--- src/rtl/ulpfc_pkg.sv ---
// Constants for the low-power and flow-control block of the UART.
// Assumes a 32-bit AXI4-Lite register bus and a UART core that reports its own status.
package ulpfc_pkg;

    // Register bus.
    localparam int ADDR_W = 4;
    localparam int DATA_W = 32;
    localparam logic [ADDR_W-1:0] ADDR_MODE = 4'h0;
    localparam logic [ADDR_W-1:0] ADDR_CTRL = 4'h4;
    localparam logic [ADDR_W-1:0] ADDR_STAT = 4'h8;
    localparam logic [1:0] RESP_OKAY = 2'h0;
    localparam logic [1:0] RESP_SLVERR = 2'h2;
    localparam int LANE_LO = 0;
    localparam int LANE_HI = 1;

    // Mode register fields.
    localparam int MODE_WAKE_BIT = 7;
    localparam int MODE_PIN_LO = 8;
    localparam int MODE_PIN_HI = 9;
    localparam int MODE_RTS_MODE_SELECT_BIT = 11;
    localparam int MODE_STOP_IN_IDLE_BIT = 13;
    localparam logic [1:0] PIN_USE_RTS = 2'h1;
    localparam logic [1:0] PIN_USE_RTS_CTS = 2'h2;
    localparam logic [1:0] PIN_USE_RST = 2'h0;

    // Control and status fields.
    localparam int CTRL_RXIE_BIT = 0;
    localparam int STAT_RXIF_BIT = 0;
    localparam int STAT_CTS_BIT = 1;
    localparam int STAT_RTS_BIT = 2;
    localparam int STAT_STOP_BIT = 3;
    localparam int STAT_WOKE_BIT = 4;

    // Pin default levels.
    localparam logic TX_IDLE = 1'h1;
    localparam logic BCLK_IDLE = 1'h0;
    localparam logic RTS_DEASSERT = 1'h1;
    localparam logic PIN_IDLE = 1'h1;

    // Received word handed to DMA.
    localparam int RXW_W = 16;
    localparam int RXW_PERR_BIT = 11;
    localparam int RXW_FERR_BIT = 10;
    localparam logic [7:0] DUMMY_BYTE = 8'h00;

endpackage : ulpfc_pkg

--- src/rtl/ulpfc_sync.sv ---
// Three-stage synchroniser with agreement filter for an asynchronous pin.
// Assumes the pin is a plain level from outside the clk_sys domain.
`timescale 1ns/1ns
module ulpfc_sync #(
    parameter logic RST_VAL = 1'h1
) (
    // Clock and reset.
    input wire logic clk_sys,
    input wire logic rst,
    // Pin and filtered level.
    input wire logic pin_in,
    output logic level_out
);
    import ulpfc_pkg::*;

    typedef struct packed {
        logic s1;
        logic s2;
        logic s3;
        logic lvl;
    } ulpfc_sync_t;

    localparam ulpfc_sync_t SYNC_RST = '{s1: RST_VAL, s2: RST_VAL, s3: RST_VAL, lvl: RST_VAL};

    ulpfc_sync_t s_q;
    ulpfc_sync_t s_d;

    // The first stage feeds only the second; the filter compares stages two and three.
    always_comb begin
        s_d = s_q;
        s_d.s1 = pin_in;
        s_d.s2 = s_q.s1;
        s_d.s3 = s_q.s2;
        if (s_q.s2 == s_q.s3) begin
            s_d.lvl = s_q.s3;
        end
    end

    always_ff @(posedge clk_sys) begin
        if (rst) begin
            s_q <= SYNC_RST;
        end else begin
            s_q <= s_d;
        end
    end

    assign level_out = s_q.lvl;

endmodule : ulpfc_sync

--- src/rtl/ulpfc_rxword.sv ---
// Builds the 16-bit received word for DMA and handles the character lost on wake.
// Assumes char_valid is a one-cycle pulse from the receiver core.
`timescale 1ns/1ns
module ulpfc_rxword (
    // Clock and reset.
    input wire logic clk_sys,
    input wire logic rst,
    // Wake event and received character.
    input wire logic wake_evt,
    input wire logic char_valid,
    input wire logic [7:0] char_data,
    input wire logic char_perr,
    input wire logic char_ferr,
    // Word towards DMA.
    output logic word_valid,
    output logic [ulpfc_pkg::RXW_W-1:0] word_data
);
    import ulpfc_pkg::*;

    typedef struct packed {
        logic drop;
        logic vld;
        logic [RXW_W-1:0] data;
    } ulpfc_rxw_t;

    ulpfc_rxw_t s_q;
    ulpfc_rxw_t s_d;

    always_comb begin
        s_d = s_q;
        s_d.vld = 1'h0;
        if (wake_evt) begin
            // The wake edge itself is the first receive event; it yields no real data.
            s_d.vld = 1'h1;
            s_d.data = {{(RXW_W-8){1'h0}}, DUMMY_BYTE};
            s_d.drop = 1'h1;
        end else if (char_valid) begin
            if (s_q.drop) begin
                // Clocks were still settling while this character arrived, so it is discarded.
                s_d.drop = 1'h0;
            end else begin
                s_d.vld = 1'h1;
                s_d.data = {{(RXW_W-8){1'h0}}, char_data};
                s_d.data[RXW_PERR_BIT] = char_perr;
                s_d.data[RXW_FERR_BIT] = char_ferr;
            end
        end
    end

    always_ff @(posedge clk_sys) begin
        if (rst) begin
            s_q <= '0;
        end else begin
            s_q <= s_d;
        end
    end

    assign word_valid = s_q.vld;
    assign word_data = s_q.data;
endmodule : ulpfc_rxword

--- src/rtl/ulpfc_top.sv ---
// Low-power handling and hardware flow control of the UART, with an AXI4-Lite register slave.
// Assumes sleep_req, idle_req and the core status inputs come from logic on clk_sys,
// and that this block stays clocked while it gates the UART core clock off.
`timescale 1ns/1ns
module ulpfc_top (
    // Clock and reset.
    input wire logic clk_sys,
    input wire logic rst,
    // AXI4-Lite write address and data.
    input wire logic [ulpfc_pkg::ADDR_W-1:0] s_axi_awaddr,
    input wire logic s_axi_awvalid,
    output logic s_axi_awready,
    input wire logic [ulpfc_pkg::DATA_W-1:0] s_axi_wdata,
    input wire logic [3:0] s_axi_wstrb,
    input wire logic s_axi_wvalid,
    output logic s_axi_wready,
    // AXI4-Lite write response.
    output logic [1:0] s_axi_bresp,
    output logic s_axi_bvalid,
    input wire logic s_axi_bready,
    // AXI4-Lite read.
    input wire logic [ulpfc_pkg::ADDR_W-1:0] s_axi_araddr,
    input wire logic s_axi_arvalid,
    output logic s_axi_arready,
    output logic [ulpfc_pkg::DATA_W-1:0] s_axi_rdata,
    output logic [1:0] s_axi_rresp,
    output logic s_axi_rvalid,
    input wire logic s_axi_rready,
    // Power mode requests and effects.
    input wire logic sleep_req,
    input wire logic idle_req,
    output logic uart_clk_en,
    output logic xfer_abort,
    output logic wake_req,
    output logic rx_int_flag,
    // Status from the UART core, and the transmit permission back to it.
    input wire logic rx_buf_full,
    input wire logic rx_shifting,
    input wire logic rx_overrun_error,
    input wire logic tx_shift_empty,
    input wire logic tx_bit_start,
    input wire logic tx_serial,
    input wire logic baud16_in,
    output logic tx_start_ok,
    // Received characters from the core and words towards DMA.
    input wire logic rx_char_valid,
    input wire logic [7:0] rx_char_data,
    input wire logic rx_char_perr,
    input wire logic rx_char_ferr,
    output logic rx_word_valid,
    output logic [ulpfc_pkg::RXW_W-1:0] rx_word_data,
    // Pins.
    input wire logic rx_pin,
    input wire logic cts_n,
    output logic tx_pin,
    output logic baud_clock_output,
    output logic rts_n_o,
    output logic rts_n_oe_n
);
    import ulpfc_pkg::*;

    typedef struct packed {
        logic awrdy;
        logic awv;
        logic [ADDR_W-1:0] awa;
        logic wrdy;
        logic wv;
        logic [DATA_W-1:0] wd;
        logic [3:0] ws;
        logic bv;
        logic [1:0] br;
        logic arrdy;
        logic rv;
        logic [DATA_W-1:0] rd;
        logic [1:0] rr;
        logic wake_en;
        logic [1:0] pin_use;
        logic rts_md;
        logic stop_in_idle;
        logic rxie;
        logic rxif;
        logic stopped;
        logic woke;
        logic abort;
        logic wake;
        logic clk_en;
        logic cts_ok;
        logic tx_ok;
        logic tx_pin;
        logic bclk;
        logic rts_n;
        logic rts_oe_n;
        logic rx_prev;
    } ulpfc_state_t;

    localparam ulpfc_state_t ST_RST = '{awrdy: 1'h1, wrdy: 1'h1, arrdy: 1'h1, pin_use: PIN_USE_RST,
        clk_en: 1'h1, cts_ok: 1'h1, tx_ok: 1'h1, tx_pin: TX_IDLE, bclk: BCLK_IDLE,
        rts_n: RTS_DEASSERT, rts_oe_n: 1'h1, rx_prev: PIN_IDLE, default: '0};

    ulpfc_state_t s_q;
    ulpfc_state_t s_d;

    logic rx_lvl;
    logic cts_lvl;
    logic rx_fall;
    logic rx_rise;
    logic stop_now;
    logic wr_go;
    logic rts_drive;
    logic cts_used;

    function automatic logic addr_hit(input logic [ADDR_W-1:0] a, input logic [ADDR_W-1:0] off);
        addr_hit = (a[ADDR_W-1:2] == off[ADDR_W-1:2]);
    endfunction : addr_hit

    function automatic logic addr_mapped(input logic [ADDR_W-1:0] a);
        addr_mapped = addr_hit(a, ADDR_MODE) || addr_hit(a, ADDR_CTRL) || addr_hit(a, ADDR_STAT);
    endfunction : addr_mapped

    // Both pins idle high, so the filters start at the idle level and see no edge at reset.
    ulpfc_sync #(
        .RST_VAL(PIN_IDLE)
    ) u_rx_sync (
        .clk_sys(clk_sys),
        .rst(rst),
        .pin_in(rx_pin),
        .level_out(rx_lvl)
    );

    // One filtered sample per clock; a cts_n pulse caught on fewer than two clocks in a row is missed.
    ulpfc_sync #(
        .RST_VAL(PIN_IDLE)
    ) u_cts_sync (
        .clk_sys(clk_sys),
        .rst(rst),
        .pin_in(cts_n),
        .level_out(cts_lvl)
    );

    ulpfc_rxword u_rxword (
        .clk_sys(clk_sys),
        .rst(rst),
        .wake_evt(s_q.wake),
        .char_valid(rx_char_valid),
        .char_data(rx_char_data),
        .char_perr(rx_char_perr),
        .char_ferr(rx_char_ferr),
        .word_valid(rx_word_valid),
        .word_data(rx_word_data)
    );

    assign rx_fall = s_q.rx_prev && !rx_lvl;
    assign rx_rise = !s_q.rx_prev && rx_lvl;
    assign stop_now = sleep_req || (idle_req && s_q.stop_in_idle);
    assign wr_go = s_q.awv && s_q.wv && !s_q.bv;
    assign rts_drive = (s_q.pin_use == PIN_USE_RTS) || (s_q.pin_use == PIN_USE_RTS_CTS);
    assign cts_used = (s_q.pin_use == PIN_USE_RTS_CTS);

    always_comb begin
        s_d = s_q;
        s_d.rx_prev = rx_lvl;
        s_d.stopped = stop_now;
        s_d.abort = stop_now && !s_q.stopped;
        s_d.clk_en = !stop_now;
        s_d.wake = 1'h0;

        // Pins fall back to their idle levels whenever the UART is stopped.
        s_d.tx_pin = stop_now ? TX_IDLE : tx_serial;
        s_d.bclk = stop_now ? BCLK_IDLE : baud16_in;

        // Wake on a start bit; the clear of wake_enable waits for the line to return high.
        if (s_q.stopped && s_q.wake_en && rx_fall) begin
            s_d.wake = 1'h1;
            s_d.woke = 1'h1;
        end else if (s_q.woke && rx_rise) begin
            s_d.woke = 1'h0;
            s_d.wake_en = 1'h0;
        end

        // Clear-to-send is taken only at the start of a bit period.
        if (cts_used) begin
            if (tx_bit_start) begin
                s_d.cts_ok = !cts_lvl;
            end
        end else begin
            s_d.cts_ok = 1'h1;
        end
        s_d.tx_ok = s_d.cts_ok && !stop_now;

        // Request-to-send in flow-control or simplex mode.
        s_d.rts_oe_n = !rts_drive;
        if (stop_now) begin
            s_d.rts_n = RTS_DEASSERT;
        end else if (s_q.rts_md) begin
            s_d.rts_n = tx_shift_empty;
        end else begin
            s_d.rts_n = rx_buf_full || rx_shifting || rx_overrun_error;
        end

        // Write channel: address and data are held until both are present.
        if (s_axi_awvalid && s_q.awrdy) begin
            s_d.awv = 1'h1;
            s_d.awa = s_axi_awaddr;
        end
        if (s_axi_wvalid && s_q.wrdy) begin
            s_d.wv = 1'h1;
            s_d.wd = s_axi_wdata;
            s_d.ws = s_axi_wstrb;
        end
        if (s_q.bv && s_axi_bready) begin
            s_d.bv = 1'h0;
        end
        if (wr_go) begin
            s_d.awv = 1'h0;
            s_d.wv = 1'h0;
            s_d.bv = 1'h1;
            s_d.br = addr_mapped(s_q.awa) ? RESP_OKAY : RESP_SLVERR;
            if (addr_hit(s_q.awa, ADDR_MODE)) begin
                // A software write of wake_enable lands after the hardware clear, so software wins.
                if (s_q.ws[LANE_LO]) begin
                    s_d.wake_en = s_q.wd[MODE_WAKE_BIT];
                end
                if (s_q.ws[LANE_HI]) begin
                    s_d.pin_use = s_q.wd[MODE_PIN_HI:MODE_PIN_LO];
                    s_d.rts_md = s_q.wd[MODE_RTS_MODE_SELECT_BIT];
                    s_d.stop_in_idle = s_q.wd[MODE_STOP_IN_IDLE_BIT];
                end
            end
            if (addr_hit(s_q.awa, ADDR_CTRL) && s_q.ws[LANE_LO]) begin
                s_d.rxie = s_q.wd[CTRL_RXIE_BIT];
            end
            if (addr_hit(s_q.awa, ADDR_STAT) && s_q.ws[LANE_LO] && s_q.wd[STAT_RXIF_BIT]) begin
                s_d.rxif = 1'h0;
            end
        end
        // The flag set is applied after the software clear so a wake in that cycle is kept.
        if (s_d.wake && s_q.rxie) begin
            s_d.rxif = 1'h1;
        end
        s_d.awrdy = !s_d.awv;
        s_d.wrdy = !s_d.wv;

        // Read channel: one read at a time, data captured when the address is taken.
        if (s_q.rv && s_axi_rready) begin
            s_d.rv = 1'h0;
        end
        if (s_axi_arvalid && s_q.arrdy) begin
            s_d.rv = 1'h1;
            s_d.rd = '0;
            s_d.rr = addr_mapped(s_axi_araddr) ? RESP_OKAY : RESP_SLVERR;
            if (addr_hit(s_axi_araddr, ADDR_MODE)) begin
                s_d.rd[MODE_WAKE_BIT] = s_q.wake_en;
                s_d.rd[MODE_PIN_HI:MODE_PIN_LO] = s_q.pin_use;
                s_d.rd[MODE_RTS_MODE_SELECT_BIT] = s_q.rts_md;
                s_d.rd[MODE_STOP_IN_IDLE_BIT] = s_q.stop_in_idle;
            end else if (addr_hit(s_axi_araddr, ADDR_CTRL)) begin
                s_d.rd[CTRL_RXIE_BIT] = s_q.rxie;
            end else if (addr_hit(s_axi_araddr, ADDR_STAT)) begin
                s_d.rd[STAT_RXIF_BIT] = s_q.rxif;
                s_d.rd[STAT_CTS_BIT] = cts_lvl;
                s_d.rd[STAT_RTS_BIT] = s_q.rts_n;
                s_d.rd[STAT_STOP_BIT] = s_q.stopped;
                s_d.rd[STAT_WOKE_BIT] = s_q.woke;
            end
        end
        s_d.arrdy = !s_d.rv;
    end

    always_ff @(posedge clk_sys) begin
        if (rst) begin
            s_q <= ST_RST;
        end else begin
            s_q <= s_d;
        end
    end

    assign s_axi_awready = s_q.awrdy;
    assign s_axi_wready = s_q.wrdy;
    assign s_axi_bresp = s_q.br;
    assign s_axi_bvalid = s_q.bv;
    assign s_axi_arready = s_q.arrdy;
    assign s_axi_rdata = s_q.rd;
    assign s_axi_rresp = s_q.rr;
    assign s_axi_rvalid = s_q.rv;
    assign uart_clk_en = s_q.clk_en;
    assign xfer_abort = s_q.abort;
    assign wake_req = s_q.wake;
    assign rx_int_flag = s_q.rxif;
    assign tx_start_ok = s_q.tx_ok;
    assign tx_pin = s_q.tx_pin;
    assign baud_clock_output = s_q.bclk;
    assign rts_n_o = s_q.rts_n;
    assign rts_n_oe_n = s_q.rts_oe_n;
endmodule : ulpfc_top

--- config.mk ---
export PLATFORM = sky130hd
export DESIGN_NAME = ulpfc_top
export DESIGN_NICKNAME = d
export VERILOG_FILES = /design/src/rtl/ulpfc_pkg.sv /design/src/rtl/ulpfc_sync.sv /design/src/rtl/ulpfc_rxword.sv /design/src/rtl/ulpfc_top.sv
export SDC_FILE = /design/constraint.sdc
export NUM_CORES = 1
export LEC_CHECK = 0
export ABC_AREA = 1
export BUFFER_PORTS_ARGS = -buffer_cell sky130_fd_sc_hd__buf_2
export CORE_MARGIN = 2
export CORE_UTILIZATION = 40
export DETAILED_ROUTE_END_ITERATION = 10
export HOLD_SLACK_MARGIN = 0.02
export PLACE_DENSITY = 0.74
export SLEW_MARGIN = 20
export SYNTH_ARGS = -nofsm -noshare
export SYNTH_HDL_FRONTEND = slang
export SYNTH_SLANG_ARGS = --single-unit
--- constraint.sdc ---
create_clock -name clk_sys -period 0.9 [get_ports clk_sys]
set_input_delay 0.045 -clock clk_sys [delete_from_list [all_inputs] [get_ports clk_sys]]
set_output_delay 0.045 -clock clk_sys [all_outputs]
set_load 0.1 [all_outputs]
==> metrics.yaml <==
proportion_of_synthesized_chip_area_in_sequential_cells: 0.491
worstHoldPathCells: 3
vias: 2519
grt_first_pass_wirelength_um: 10600
numClockSinks: 68
detail_route.iter0.violations: 92
vdd.ir_drop.worst_v: 0.000951
setup_total_negative_slack_ps: -1780
grt_start_max_net_pins: 19
critical_path.reg2reg.endpoint: "s_q[13]"
layout.area.seq_mm2: 0.00144
drc: 0
setup_viol: 48
die_h_um: 87.2
die-width_um: 87.2
tritoncts: "done"
antenna_cells: 0
critical_path.slowest_cell: "sky130_fd_sc_hd__dfxtp_4"
cts_made_buffers: 9
vias_in_the_first_global_route: 2328
worstPathRequired_ps: 850
hold_buffers_post_cts: 35
io_pins: 140
violations: "hold timing, setup timing"
static-leakage-power_nw: 2.04
via_per_inst: 4.51
drive_above_1_share: 0.459
placedInstanceArea_mm2: 0.00372
mostFrequentLayoutCells: "42 x sky130_fd_sc_hd__nor2_1, 42 x sky130_fd_sc_hd__nand2_1, 40 x sky130_fd_sc_hd__buf_2, 38 x sky130_fd_sc_hd__buf_12"
setup.worst_path.start_class: "register"
hold_class: "primary input to register"
timing.final.crit_share: 1.14
library_cell_used_as_clock_root_buffer: "sky130_fd_sc_hd__clkbuf_8"
synthesis.instances: 351
drt_pre_antenna_iters: 5
io_buffers: 77
design_area_mm2: 0.00461
worst_slack_ps: -125
reg2reg_slack_ps: -110
placement_rows: 30
setup.worst_path.end_class: "output pin"
outcome: "complete, but fails checks"
design.core.area_mm2: 0.00676
place.detailed.hpwl_um: 4380
timing.reg2reg.worst_path_depth: 5
ys_warn_count: 0
rr_startpoint: "s_axi_bvalid"
worstHoldStart: "sleep_req"
timing.critical_path.cells: "buf_6 > buf_12"
worst_skew_pair.late_latency_ps: 340
fin_worst_skew_ps: 4.99
timing.max_cap.violations: 0
fill_cells: 500
detail_route.wl_per_cell_um: 12.8
arrival_ps: 980
path_buf_inv: 2
synth.distinct_cells: 18
timing_worst_setup_path_type: "register to output pin"
layout-area-overhead-vs-synth_pct: 66.2
period_minus_slack_ps: 1020
ys_ff_latch: 68
grtUsageTotal: 0.182
grt_setup_unrepaired: "yes"
mean_area_per_synthesized_cell_um2: 7.90
fin_nets: 548
worstHoldEndpoint: "s_q[11]"
post_synth_instance_area_mm2: 0.00277
hold_ws_ps: -14.1
critical-path-max-stage-delay_ps: 380
fp.dieArea_mm2: 0.00761
totalWireLength_um: 7180
hold_viol_final: 1
power_density_mw_per_mm2: 1720
route.antenna.remaining_nets: 0
worst_setup_hold_path_clk_slew_ps: 70
report.final.slew_viol_count: 0
global_route.overflow_total: 0
antenna_violations_before_repair: 0
fmax_mhz: 976
finalPower_mw: 7.91
initial_utilization: 0.410
gpl.final_weighted_congestion: 0.775
clock_path_buffers: 2
multi_input_logic_area_mm2: 0.00117
cts-htree-levels: 3
max_fo_critical_path: 3
cp_top_family: "flip-flops"
final_core_utilization: 0.682
-- cell usage after synthesis --
library cell / number / share of area
sky130_fd_sc_hd__ha_1: 1 / 0.0045
sky130_fd_sc_hd__nor3_1: 1 / 0.0018
sky130_fd_sc_hd__nand3_2: 1 / 0.0036
sky130_fd_sc_hd__buf_2: 8 / 0.014
sky130_fd_sc_hd__a21oi_1: 29 / 0.052
sky130_fd_sc_hd__dfxtp_1: 68 / 0.49
sky130_fd_sc_hd__nor2_2: 1 / 0.0023
sky130_fd_sc_hd__nor2_4: 1 / 0.0041
sky130_fd_sc_hd__nand3_1: 11 / 0.020
sky130_fd_sc_hd__nor2_1: 53 / 0.072
sky130_fd_sc_hd__o21ai_0: 27 / 0.049
sky130_fd_sc_hd__nand2_1: 51 / 0.069
sky130_fd_sc_hd__buf_4: 53 / 0.14
sky130_fd_sc_hd__nand4_1: 2 / 0.0045
sky130_fd_sc_hd__o211ai_1: 1 / 0.0027
sky130_fd_sc_hd__or2_2: 8 / 0.018
sky130_fd_sc_hd__conb_1: 1 / 0.0014
sky130_fd_sc_hd__inv_1: 34 / 0.046
-- metrics by stage --
| stage | std cells | worst slack (ps) |
|---|---|---|
| floorplan | 380 | -131 |
| finish | 559 | -125 |
| CTS | 553 | -128 |
| global placement | 492 | -52.9 |
| global route | 559 | -158 |
| detailed placement | 492 | -153 |
-- sequential cells by signal, indices dropped and copies added (netlist names), 2 cells and up --
register and flops:
s_q 22, s_axi_rdata 10, u_rxword.word_data 10, u_cts_sync.s_d 2
u_rx_sync.s_d 2
-- cell families (layout without fill, tap and decap cells) --
logic type / after synthesis / after routing / synth area share
adder cells (fa/ha/maj): 1 / 1 / 0.00451
AND/OR/NAND/NOR: 129 / 131 / 0.195
AO/OA/AOI/OAI: 57 / 57 / 0.104
other: 1 / 30 / 0.00135
buffers and inverters: 95 / 192 / 0.204
flip-flops: 68 / 68 / 0.491
-- worst max-delay path by stage --
stage / slack, ps / start / depth (start not counted) / end
finish: -120 / s_axi_bvalid / 2 / s_axi_bvalid
global route: -160 / s_axi_bvalid / 5 / s_q[18]
CTS: -130 / s_axi_bvalid / 2 / s_axi_bvalid
detailed placement: -150 / s_q[99] / 6 / s_q[17]
global placement: -50 / s_q[99] / 6 / s_q[16]
floorplan: -130 / s_axi_wready / 4 / s_q[70]
-- cell type report --
class                      instances  share of cell area
clock inverter                     3             0.00353
sequential                        68               0.313
inverter                          34              0.0293
timing repair buffer             142               0.339
tap                               80              0.0217
multi-input combinational        219               0.254
clock buffer                      13              0.0391
-- power by group --
group          total [mW]  internal [mW]  leakage, nW  switching, mW
logic                2.19          0.687         1.36           1.50
clock network        2.43           1.31        0.105           1.12
registers            3.29           3.15        0.574          0.134
-- worst reg2reg max path: cells and delay by family (launching register included) --
kind          cells  cell delay (ps)
simple gates      4              420
flops             1              370
buf+inv           1              130
-- what timing repair did --
item                       CTS  global route
cloned                       1             2
hold endpoints to repair    32             1
resized for setup           52            38
setup endpoints to repair   62            75
buffers inserted             9             4
pin swaps                   10            19
-- metal layers --
layer | global-route usage | up-vias | wire, um
met2 | 0.330 | 78 | 3980
met5 | 0 | - | 0
met1 | 0.202 | 1162 | 2760
met3 | 0.0464 | 12 | 299
li1 | - | 1267 | -
met4 | 0.0699 | 0 | 138
Power figures use the tool's default switching activity.
